### src/core/floppy_host_defines.vh
`ifndef FLOPPY_HOST_DEFINES_VH
`define FLOPPY_HOST_DEFINES_VH

// configuration port pair, selected by strap at reset release
`define CFG_PORT_PRI    16'h03F0
`define CFG_PORT_ALT    16'h0370

// configuration state entry and exit keys, written to the index port
`define CFG_ENTER_KEY   8'h55
`define CFG_EXIT_KEY    8'hAA

// configuration register indices
`define CFG_IDX_ENABLE  8'h00
`define CFG_IDX_BASE    8'h01
`define CFG_IDX_MODE    8'h02
`define CFG_IDX_FORCE   8'h03

// configuration field positions
`define CFG_ENABLE_BIT  0
`define MODE_IDENT_BIT  1
`define MODE_MFM_BIT    2
`define MODE_ENH_BIT    3
`define FORCE_WP_BIT    0

// configuration reset values
`define CFG_ENABLE_RST  8'h00
`define CFG_BASE_RST    8'h00
`define CFG_MODE_RST    8'h06
`define CFG_FORCE_RST   8'h00

// controller register offsets from the programmed base
`define OFS_STATUS_A    3'h0
`define OFS_STATUS_B    3'h1
`define OFS_DIG_OUT     3'h2
`define OFS_TAPE        3'h3
`define OFS_MAIN_STAT   3'h4
`define OFS_DATA_QUEUE  3'h5
`define OFS_RESERVED    3'h6
`define OFS_DIG_IN      3'h7

// digital output register
`define DOR_DMAEN_BIT   3
`define DOR_RST         8'h00

// interface mode codes
`define IFM_AT          2'h0
`define IFM_GEN2        2'h1
`define IFM_M30         2'h2

`endif

### src/core/floppy_host_mode_status.v
// Notes on behaviour
// config pair at 3F0/3F1 or 370/371, write only, edits only in config state
// controller disabled after reset until block enabled; it then decodes at the reset base 00 until base programmed
// every host register is 8 bits, reached by programmed I/O cycles
// floppy mode bit 0 normal tape layout, 1 enhanced layout
// ident=1, encoding=1 gives AT mode: DMA enable honoured, TC/density high
// ident=0, encoding=1 gives gen2 mode: DMA enable ignored, TC/density low
// both 0 gives model 30 mode: DMA enable honoured, TC high, density low
// offsets +0..+7 decode to status, control, data and reserved registers
// status A readable in non-AT modes; AT-mode read leaves data undriven
// gen2 status A bit 0 is step direction, 1 inward
// gen2 status A bit 1 is inverted write protect, honouring forced protect
// gen2 status A bit 2 shows index input in inverted polarity
// gen2 status A bit 3 shows head side select in true polarity
// gen2 status A bit 4 shows track zero input inverted
// gen2 status A bit 5 shows step output in true polarity
// gen2 status A bit 6 shows second drive present input inverted
// status A bit 7 reads 1 while floppy interrupt asserted
// decode only when enabled, address matches base plus offset, AEN low
`timescale 1ns/1ps
`include "floppy_host_defines.vh"
module floppy_host_mode_status #(
    parameter ADDR_W = 16
) (
    // clock and reset
    input  wire              clk_in,
    input  wire              nrst_in,
    // ISA host bus pins
    input  wire [ADDR_W-1:0] addr_in,
    input  wire [7:0]        data_in,
    input  wire              aen_in,
    input  wire              ior_n_in,
    input  wire              iow_n_in,
    output reg  [7:0]        data_out,
    output reg               data_oe_out,
    // strap choosing the alternate configuration port
    input  wire              cfg_port_sel_in,
    // drive interface pins
    input  wire              disk_protect_n_in,
    input  wire              index_pulse_n_in,
    input  wire              track_zero_n_in,
    input  wire              second_drive_present_n_in,
    input  wire              tc_in,
    // controller core state, same clock
    input  wire              step_dir_in,
    input  wire              head_side_select_in,
    input  wire              step_in,
    input  wire              irq_in,
    input  wire              drq_in,
    input  wire              density_in,
    input  wire [7:0]        core_rd_data_in,
    // register strobes towards the controller core
    output reg  [7:0]        read_strobe_out,
    output reg  [7:0]        write_strobe_out,
    output reg  [7:0]        write_data_out,
    // mode and control outputs
    output reg  [7:0]        digital_output_out,
    output reg  [1:0]        interface_mode_out,
    output reg               enhanced_mode_out,
    output reg               config_active_out,
    output reg               floppy_irq_out,
    output reg               floppy_irq_oe_out,
    output reg               dma_request_out,
    output reg               dma_request_oe_out,
    output reg               terminal_count_out,
    output reg               density_select_out
);

    localparam SW = ADDR_W + 17;
    localparam [1:0] CST_IDLE   = 2'h0;
    localparam [1:0] CST_KEY1   = 2'h1;
    localparam [1:0] CST_ACTIVE = 2'h2;

    // pin synchronisers
    wire [SW-1:0] pins_raw;
    wire [SW-1:0] pins_s;

    assign pins_raw = {cfg_port_sel_in, tc_in, second_drive_present_n_in,
                       track_zero_n_in, index_pulse_n_in, disk_protect_n_in,
                       iow_n_in, ior_n_in, aen_in, data_in, addr_in};

    sync_bits #(
        .WIDTH (SW)
    ) u_sync (
        .clk_in   (clk_in),
        .async_in (pins_raw),
        .sync_out (pins_s)
    );

    wire [ADDR_W-1:0] addr_s  = pins_s[ADDR_W-1:0];
    wire [7:0]        data_s  = pins_s[ADDR_W+7:ADDR_W];
    wire              aen_s   = pins_s[ADDR_W+8];
    wire              ior_n_s = pins_s[ADDR_W+9];
    wire              iow_n_s = pins_s[ADDR_W+10];
    wire              wp_n_s  = pins_s[ADDR_W+11];
    wire              idx_n_s = pins_s[ADDR_W+12];
    wire              trk_n_s = pins_s[ADDR_W+13];
    wire              drv2_n_s = pins_s[ADDR_W+14];
    wire              tc_s    = pins_s[ADDR_W+15];
    wire              strap_s = pins_s[ADDR_W+16];

    // state
    reg               ior_prev;
    reg               iow_prev;
    reg               strap_taken;
    reg               alt_port;
    reg [1:0]         cfg_state;
    reg [7:0]         cfg_index;
    reg [7:0]         cfg_enable;
    reg [7:0]         cfg_base;
    reg [7:0]         cfg_mode;
    reg [7:0]         cfg_force;
    reg               step_prev;
    reg               step_latch;

    // bus decode
    wire [ADDR_W-1:0] cfg_port  = alt_port ? `CFG_PORT_ALT : `CFG_PORT_PRI;
    wire [ADDR_W-1:0] cfg_portd = cfg_port + {{(ADDR_W-1){1'b0}}, 1'b1};
    wire              rd_fall   = ior_prev & ~ior_n_s;
    wire              wr_rise   = ~iow_prev & iow_n_s;
    wire              cfg_hit_i = ~aen_s & (addr_s == cfg_port);
    wire              cfg_hit_d = ~aen_s & (addr_s == cfg_portd);
    wire              fdc_hit   = cfg_enable[`CFG_ENABLE_BIT] & ~aen_s &
                                  (~|addr_s[ADDR_W-1:11]) &
                                  (addr_s[10:3] == cfg_base);
    wire [2:0]        offset    = addr_s[2:0];

    // interface mode from configuration
    wire              ident     = cfg_mode[`MODE_IDENT_BIT];
    wire              encoding_mode_bit       = cfg_mode[`MODE_MFM_BIT];
    wire [1:0]        ifm       = (ident & encoding_mode_bit)  ? `IFM_AT :
                                  (!ident & encoding_mode_bit) ? `IFM_GEN2 :
                                  `IFM_M30;
    wire              dma_on    = (ifm == `IFM_GEN2) |
                                  digital_output_out[`DOR_DMAEN_BIT];

    // status A layouts
    wire              wp_eff_n  = wp_n_s & ~cfg_force[`FORCE_WP_BIT];
    wire [7:0]        sta_gen2  = {irq_in,
                                   drv2_n_s,
                                   step_in,
                                   trk_n_s,
                                   head_side_select_in,
                                   idx_n_s,
                                   wp_eff_n,
                                   step_dir_in};
    wire [7:0]        sta_m30   = {irq_in, drq_in, step_latch, ~trk_n_s,
                                   ~head_side_select_in, ~idx_n_s,
                                   ~wp_eff_n, ~step_dir_in};

    // read data path, 8 bits per register
    reg  [7:0]        next_data;
    reg               next_oe;

    always @* begin
        next_data = 8'h00;
        next_oe   = ~ior_n_s & fdc_hit;
        case (offset)
            `OFS_STATUS_A: begin
                next_data = (ifm == `IFM_GEN2) ? sta_gen2 : sta_m30;
                if (ifm == `IFM_AT) begin
                    next_oe = 1'b0;
                end
            end
            `OFS_DIG_OUT: begin
                next_data = digital_output_out;
            end
            `OFS_RESERVED: begin
                next_oe = 1'b0;
            end
            default: begin
                next_data = core_rd_data_in;
            end
        endcase
    end

    // strobes towards the core, one per offset
    genvar g;
    generate
        for (g = 0; g < 8; g = g + 1) begin : g_strobe
            always @(posedge clk_in) begin
                if (!nrst_in) begin
                    read_strobe_out[g]  <= 1'b0;
                    write_strobe_out[g] <= 1'b0;
                end else begin
                    read_strobe_out[g]  <= rd_fall & fdc_hit &
                                           (offset == g);
                    write_strobe_out[g] <= wr_rise & fdc_hit &
                                           (offset == g);
                end
            end
        end
    endgenerate

    // strap capture at reset release
    always @(posedge clk_in) begin
        if (!nrst_in) begin
            strap_taken <= 1'b0;
            alt_port    <= 1'b0;
        end else if (!strap_taken) begin
            strap_taken <= 1'b1;
            alt_port    <= strap_s;
        end
    end

    // configuration state machine and registers; the port is write only
    always @(posedge clk_in) begin
        if (!nrst_in) begin
            cfg_state  <= CST_IDLE;
            cfg_index  <= 8'h00;
            cfg_enable <= `CFG_ENABLE_RST;
            cfg_base   <= `CFG_BASE_RST;
            cfg_mode   <= `CFG_MODE_RST;
            cfg_force  <= `CFG_FORCE_RST;
        end else if (wr_rise && cfg_hit_i) begin
            case (cfg_state)
                CST_IDLE: begin
                    if (data_s == `CFG_ENTER_KEY) begin
                        cfg_state <= CST_KEY1;
                    end
                end
                CST_KEY1: begin
                    if (data_s == `CFG_ENTER_KEY) begin
                        cfg_state <= CST_ACTIVE;
                    end else begin
                        cfg_state <= CST_IDLE;
                    end
                end
                CST_ACTIVE: begin
                    if (data_s == `CFG_EXIT_KEY) begin
                        cfg_state <= CST_IDLE;
                    end else begin
                        cfg_index <= data_s;
                    end
                end
                default: begin
                    cfg_state <= CST_IDLE;
                end
            endcase
        end else if (wr_rise && cfg_hit_d && cfg_state == CST_ACTIVE) begin
            case (cfg_index)
                `CFG_IDX_ENABLE: cfg_enable <= data_s;
                `CFG_IDX_BASE:   cfg_base   <= data_s;
                `CFG_IDX_MODE:   cfg_mode   <= data_s;
                `CFG_IDX_FORCE:  cfg_force  <= data_s;
                default:         cfg_index  <= cfg_index;
            endcase
        end
    end

    // bus edges, step latch and digital output register
    always @(posedge clk_in) begin
        if (!nrst_in) begin
            ior_prev           <= 1'b1;
            iow_prev           <= 1'b1;
            step_prev          <= 1'b0;
            step_latch         <= 1'b0;
            digital_output_out <= `DOR_RST;
        end else begin
            ior_prev  <= ior_n_s;
            iow_prev  <= iow_n_s;
            step_prev <= step_in;
            // a new step wins over a clearing read of digital input
            if (step_in && !step_prev) begin
                step_latch <= 1'b1;
            end else if (rd_fall && fdc_hit && offset == `OFS_DIG_IN) begin
                step_latch <= 1'b0;
            end
            if (wr_rise && fdc_hit && offset == `OFS_DIG_OUT) begin
                digital_output_out <= data_s;
            end
        end
    end

    // registered outputs
    always @(posedge clk_in) begin
        if (!nrst_in) begin
            data_out           <= 8'h00;
            data_oe_out        <= 1'b0;
            write_data_out     <= 8'h00;
            interface_mode_out <= `IFM_AT;
            enhanced_mode_out  <= 1'b0;
            config_active_out  <= 1'b0;
            floppy_irq_out     <= 1'b0;
            floppy_irq_oe_out  <= 1'b0;
            dma_request_out    <= 1'b0;
            dma_request_oe_out <= 1'b0;
            terminal_count_out <= 1'b0;
            density_select_out <= 1'b0;
        end else begin
            data_out           <= next_data;
            data_oe_out        <= next_oe;
            write_data_out     <= data_s;
            interface_mode_out <= ifm;
            enhanced_mode_out  <= cfg_mode[`MODE_ENH_BIT];
            config_active_out  <= (cfg_state == CST_ACTIVE);
            floppy_irq_out     <= irq_in;
            dma_request_out    <= drq_in;
            floppy_irq_oe_out  <= dma_on;
            dma_request_oe_out <= dma_on;
            terminal_count_out <= dma_on &
                                  ((ifm == `IFM_GEN2) ? ~tc_s : tc_s);
            density_select_out <= (ifm == `IFM_AT) ? density_in
                                                   : ~density_in;
        end
    end

endmodule // floppy_host_mode_status

### src/core/sync_bits.v
`timescale 1ns/1ps
module sync_bits #(
    parameter WIDTH = 8
) (
    // clock
    input  wire             clk_in,
    // asynchronous inputs and their synchronised copies
    input  wire [WIDTH-1:0] async_in,
    output reg  [WIDTH-1:0] sync_out
);

    reg [WIDTH-1:0] meta;

    // two stages; the first stage feeds only the second
    always @(posedge clk_in) begin
        meta     <= async_in;
        sync_out <= meta;
    end

endmodule // sync_bits

### config.mk
export PLATFORM = sky130hd
export DESIGN_NAME = floppy_host_mode_status
export DESIGN_NICKNAME = d
export VERILOG_FILES = /design/src/core/floppy_host_mode_status.v /design/src/core/sync_bits.v
export VERILOG_INCLUDE_DIRS = /design/src /design/src/core
export SDC_FILE = /design/constraint.sdc
export NUM_CORES = 1
export LEC_CHECK = 0
export BUFFER_PORTS_ARGS = -buffer_cell sky130_fd_sc_hd__buf_4
export CAP_MARGIN = 20
export CELL_PAD_IN_SITES_DETAIL_PLACEMENT = 0
export CELL_PAD_IN_SITES_GLOBAL_PLACEMENT = 1
export CORE_MARGIN = 2
export CORE_UTILIZATION = 35
export CTS_CLUSTER_DIAMETER = 150
export DETAILED_ROUTE_END_ITERATION = 12
export GPL_TIMING_DRIVEN = 0
export PLACE_DENSITY = 0.68
export SETUP_SLACK_MARGIN = 0.1
export SLEW_MARGIN = 20
export SYNTH_ARGS = -nofsm -noshare
export SYNTH_HDL_FRONTEND = slang
export SYNTH_SLANG_ARGS = --single-unit
### constraint.sdc
create_clock -name clk_in -period 2.1 [get_ports clk_in]
set_input_delay 0.42 -clock clk_in [delete_from_list [all_inputs] [get_ports clk_in]]
set_output_delay 0.42 -clock clk_in [all_outputs]
set_load 0.05 [all_outputs]
==> flow_summary.ini, run 1 <==
[sta]
fin_ws_ns = -0.0381
fin_crit_ns = 2.14
worst_pin_slew_ns = 0.645
setup_viol = 8
rsz0062_at_grt = yes
hold_violations = 0
period_share = 1.02
slew_violations = 0
clock_skew_ns = 0.0104
slew_headroom = 0.569
clock.fmax_mhz = 468

[die]
start_util = 0.361
design.portCount = 100
die_w_um = 116
core_area_um2 = 12100
die_area_um2 = 13400
rows = 40
dieHeight_um = 116

[critical_path]
endpoint_kind = flop
critPathSlowestCell = or4b_1
cp.arrival_ns = 2.43
cp_data_required_time_ns = 2.39
cp_common_cell = or4_4
crit_type = flop to flop
worstPathMaxFanout = 8
crit_chain = or4b_1 > or4_4 > or4_4 > buf_8 > mux2i_1
max_stage_delay_ns = 0.51
startpoint_type = flop

[clock_tree]
htreeDepth = 4
clkSlewWorstSetupHoldPaths_ns = 0.06
cts_inserted_buffers = 17
clk_latency_ns = 0.42
cts.sinks = 145
cts_hold_buf = 0
clock-root-buffer = clkbuf_16
clockBufferDepth = 2
cts_tree = done

[min_path]
min_path_type = primary input to flop

[routing]
drc_errors = 0
routed_wl_um = 10100
vias = 3071
drt_iter0_markers = 159
ant_nets = 0
dr.pass1.iters = 5
routedWlPerCell_um = 14.8
viasPerCell = 4.51

[yosys]
syn_area_per_cell_um2 = 11.7
ys_async_sr_fraction = 0
synth_warnings = 0
synth.yosys.seq_area_share = 0.664
netlist_instances = 373
syn-num-nets = 422
synth_area_um2 = 4370
yosysUniqueCellTypes = 43
synth_flop_cell = dfxtp_1
ys_ff_latch = 145
synth_edf_count = 0

[power_and_ir_drop]
power.share.clock = 0.481
leakage_nw = 2.69
switchingPower_w = 0.00136
seq_power_share = 0.465
comb_power_share = 0.054
p_int_w = 0.00486
switching_share = 0.218
ir_worst_vdd_mv = 0.580
p_per_area_nw_per_um2 = 1020
power.total_w = 0.00621

[layout]
syn_to_final_growth_pct = 39.1
drive_above_1_share = 0.308
final_cell_mix = 143 x dfxtp_1, 107 x buf_4, 45 x nand2_1, 30 x mux2i_1, 20 x nor2_1
nNetsFinal = 549
regArea_um2 = 2910
n_antenna_cell = 0
fill_cells = 1162
final_common_cell = dfxtp_1
multi_input_area_um2 = 1400
final_core_util = 0.502

[placed_design]
dp_slack_ns = -0.432
dp_hpwl_um = 7210
gp_congestion = 0.778
io_buffers = 99

[run_status]
status = finished, violations left
violations = setup timing

[grt]
grt_antenna_before_repair = 0
grt_overflow_total = 0
grt_pass1_vias = 3041
grt_max_degree = 17
track_usage = 0.160
grt_first_pass_wirelength_um = 15600

[flow_run]
cap_viol_max_count = 0
==> routing by layer <==
metal	vias up	track usage	part of all wire
met2	77	0.261	0.49
met5	-	0	0
met4	0	0.0817	0.022
li1	1539	-	-
met1	1438	0.189	0.44
met3	17	0.0518	0.048
==> critical path: cells and delay by family (launching register included) <==
kind                   cells  cell delay [ns]
flip-flops                 1             0.32
multiplexers               1             0.11
AND/OR/NAND/NOR            3             1.42
buffers and inverters      1             0.16
==> stage by stage <==
stage | hold slack, ns | area [um2] | std cells | TNS, ns
floorplan | 0.310 | 4390 | 373 | 0
CTS | 0.0795 | 6020 | 677 | -0.248
finish | 0.102 | 6080 | 681 | -0.272
global placement | 0.311 | 5350 | 640 | -4.87
detailed placement | 0.312 | 5350 | 640 | -5.96
global route | 0.0789 | 6080 | 681 | -0.828
==> cell families (layout without fill, tap and decap cells) <==
family / count (synthesis) / count (layout) / share of synthesized area
muxes: 33 / 33 / 0.0764
xor gates and xnor gates: 16 / 16 / 0.0321
AOI/OAI and AO/OA: 17 / 17 / 0.0315
DFF: 145 / 145 / 0.664
and+or+nand+nor: 136 / 136 / 0.169
buffers and inverters: 26 / 166 / 0.0269
==> state kept, by name (all words and copies together), names as in the netlist, 2 cells and up <==
signal              cells
data_out                8
read_strobe_out         8
interface_mode_out      2
digital_output_out      8
u_sync.meta            33
write_strobe_out        8
write_data_out          8
cfg_mode                3
cfg_base                8
u_sync.sync_out        33
cfg_index               8
cfg_state               2
==> synth_stat cells, types with 6 or more instances <==
library cell,instances,area share
dfxtp_1,145,0.66
nand2_1,45,0.039
mux2i_1,30,0.069
nor2_1,20,0.017
nor4_1,12,0.017
clkbuf_1,11,0.0094
inv_1,10,0.0086
nand2b_1,10,0.014
nor3_1,10,0.011
xor2_1,9,0.018
xnor2_1,7,0.014
a222oi_1,6,0.014
and2_1,6,0.0086
nand3_1,6,0.0069
nor4bb_1,6,0.014
==> final cells by class <==
type	count	area share
flip-flops and latches	145	0.478
plain buffers	15	0.0144
repair buffers	108	0.137
multi-input cells	202	0.231
inverters	11	0.00679
clock inverters	13	0.0270
clock buffers	19	0.0712
well taps	168	0.0346
==> power by group through the flow <==
stage	Sequential [W]	Clock, W	Combinational [W]
floorplan	0.00301	0	0.000109
global placement	0.00295	0	0.000326
detailed placement	0.00295	0	0.000329
CTS	0.00289	0.00306	0.000334
global route	0.00290	0.00317	0.000363
finish	0.00289	0.00299	0.000335
==> repair_timing <==
action | CTS | global route
endpoints found under the setup margin | 41 | 42
pin swaps | 4 | 4
resized for setup | 7 | 5
buffers inserted | 5 | 4
endpoints found under the hold margin | 0 | 0
==> path summary, 6_finish.rpt <==
| kind | from | end | slack, ns | cells after the start |
|---|---|---|---|---|
| max reg2reg | cfg_index[7] | cfg_base[3] | -0.04 | 5 |
| min | index_pulse_n_in | u_sync.meta[28] | 0.10 | 1 |
| max | cfg_index[7] | cfg_base[3] | -0.04 | 5 |
| min reg2reg | u_sync.meta[7] | u_sync.sync_out[7] | 0.32 | 0 |
No activity file was read; power rests on OpenSTA's default activity.
==> run 2, diff against run 1 <==
CORE_ASPECT_RATIO = 0.9   (was not set)
==> run 2 against run 1 <==
The flow still finishes with violations (setup timing). Non-clock buffer count grew 2. Critical path depth is the same. Via count is essentially flat. First-iteration DRC count increased by 14%. Highest routed layer unchanged.
==> flow_summary.ini, run 2 (synthesis gave the netlist of run 1 again) <==
[grt]
track_usage = 0.153
grt_first_pass_wirelength_um = 15100
grt_max_degree = 17
grt_antenna_before_repair = 0
grt_pass1_vias = 2990
grt_overflow_total = 0

[layout]
top_regs = u_sync.meta (33), u_sync.sync_out (33)
drive_above_1_share = 0.313
final_cell_mix = 143 x dfxtp_1, 110 x buf_4, 44 x nand2_1, 30 x mux2i_1, 20 x nor2_1
final_common_cell = dfxtp_1
nNetsFinal = 551
syn_to_final_growth_pct = 39.6
n_antenna_cell = 0

[critical_path]
cp.arrival_ns = 2.46
endpoint_kind = flop
startpoint_type = flop
crit_type = flop to flop
worstPathMaxFanout = 8
cp_data_required_time_ns = 2.39

[run_status]
status = finished, violations left
violations = setup timing

[sta]
setup_viol = 8
fin_crit_ns = 2.17
worst_pin_slew_ns = 0.674
fin_ws_ns = -0.0700
slew_headroom = 0.550
slew_violations = 0
clock.fmax_mhz = 461
hold_ws_ns = 0.109
rsz0062_at_grt = yes
period_share = 1.03
hold_violations = 0
clock_skew_ns = 0.00618
tns_ns = -0.525

[clock_tree]
cts_hold_buf = 0
clock-root-buffer = clkbuf_16
htreeDepth = 4
clkSlewWorstSetupHoldPaths_ns = 0.06
clk_latency_ns = 0.41
cts_tree = done
cts.sinks = 145
cts_inserted_buffers = 17
clockBufferDepth = 2

[die]
design.portCount = 100
dieHeight_um = 110
die_area_um2 = 13400
die_w_um = 122
start_util = 0.361
rows = 38
core_area_um2 = 12100

[min_path]
min_path_type = primary input to flop

[routing]
drt_iter0_markers = 181
vias = 3070
drc_errors = 0
viasPerCell = 4.55
dr.pass1.iters = 4
routed_wl_um = 9930
ant_nets = 0
routedWlPerCell_um = 14.7

[power_and_ir_drop]
p_per_area_nw_per_um2 = 1040
ir_worst_vdd_mv = 0.564
leakage_nw = 2.70

[placed_design]
io_buffers = 99
dp_hpwl_um = 7030
gp_congestion = 0.794

[flow_run]
cap_viol_max_count = 0
run 2: changes by cell type in the layout (fill, tap and decap cells not counted), sizes merged:
| cell | delta |
|---|---|
| clkinvlp | +1 |
| clkinv | -5 |
| buf | +2 |
| inv | +2 |
| bufinv | +1 |
run 2: where the power goes:
part / switching (W) / internal (W) / leakage, nW
registers: 0.0000405 / 0.00285 / 1.20
logic: 0.000194 / 0.000139 / 1.20
clock network: 0.00112 / 0.00202 / 0.296
total: 0.00135 / 0.00501 / 2.70
run 2: worst max-delay path: stages, from the launching register on:
cell and delay, ns:
dfxtp_2 0.32, or4b_4 0.53, or4_4 0.48, or4_4 0.44, buf_8 0.16, mux2i_1 0.12
run 2: per-stage QoR:
step	instances	instance area, um2	setup slack, ns	total power [W]	utilization
after floorplan	373	4390	0.0572	0.00312	-
after global placement	632	5340	-0.325	0.00327	0.440
after detailed placement	632	5340	-0.452	0.00327	0.440
after CTS	667	6010	-0.0581	0.00642	0.496
after global routing	674	6100	-0.116	0.00658	0.503
final	674	6100	-0.0700	0.00636	0.503
run 2: path summary, 6_finish.rpt:
| check | from | to | slack [ns] | cells past startpoint |
|---|---|---|---|---|
| min | addr_in[1] | u_sync.meta[1] | 0.11 | 1 |
| max reg2reg | cfg_index[7] | cfg_base[7] | -0.07 | 5 |
| min reg2reg | u_sync.meta[5] | u_sync.sync_out[5] | 0.32 | 0 |
| max | cfg_index[7] | cfg_base[7] | -0.07 | 5 |
run 2: routing by layer:
metal	share of wire	vias up	global-route usage	routed length [um]
li1	-	1540	-	-
met1	0.44	1426	0.189	4350
met2	0.48	88	0.247	4770
met3	0.063	16	0.0514	623
met4	0.019	0	0.0649	185
met5	0	-	0	0
run 2: layout make-up:
type	count	area [um2]
Clock buffer	19	443
Inverter	11	41.3
Fill cell	1126	6020
Multi-Input combinational cell	202	1420
Buffer	15	80.1
Tap cell	160	200
Sequential cell	145	2910
Clock inverter	12	183
Timing Repair Buffer	110	830
run 2: what timing repair did:
item / in CTS / in global routing
setup endpoints to repair: 41 / 38
pin swaps: 5 / 2
resized for setup: 4 / 9
cloned: 0 / 0
setup buffers: 4 / 7
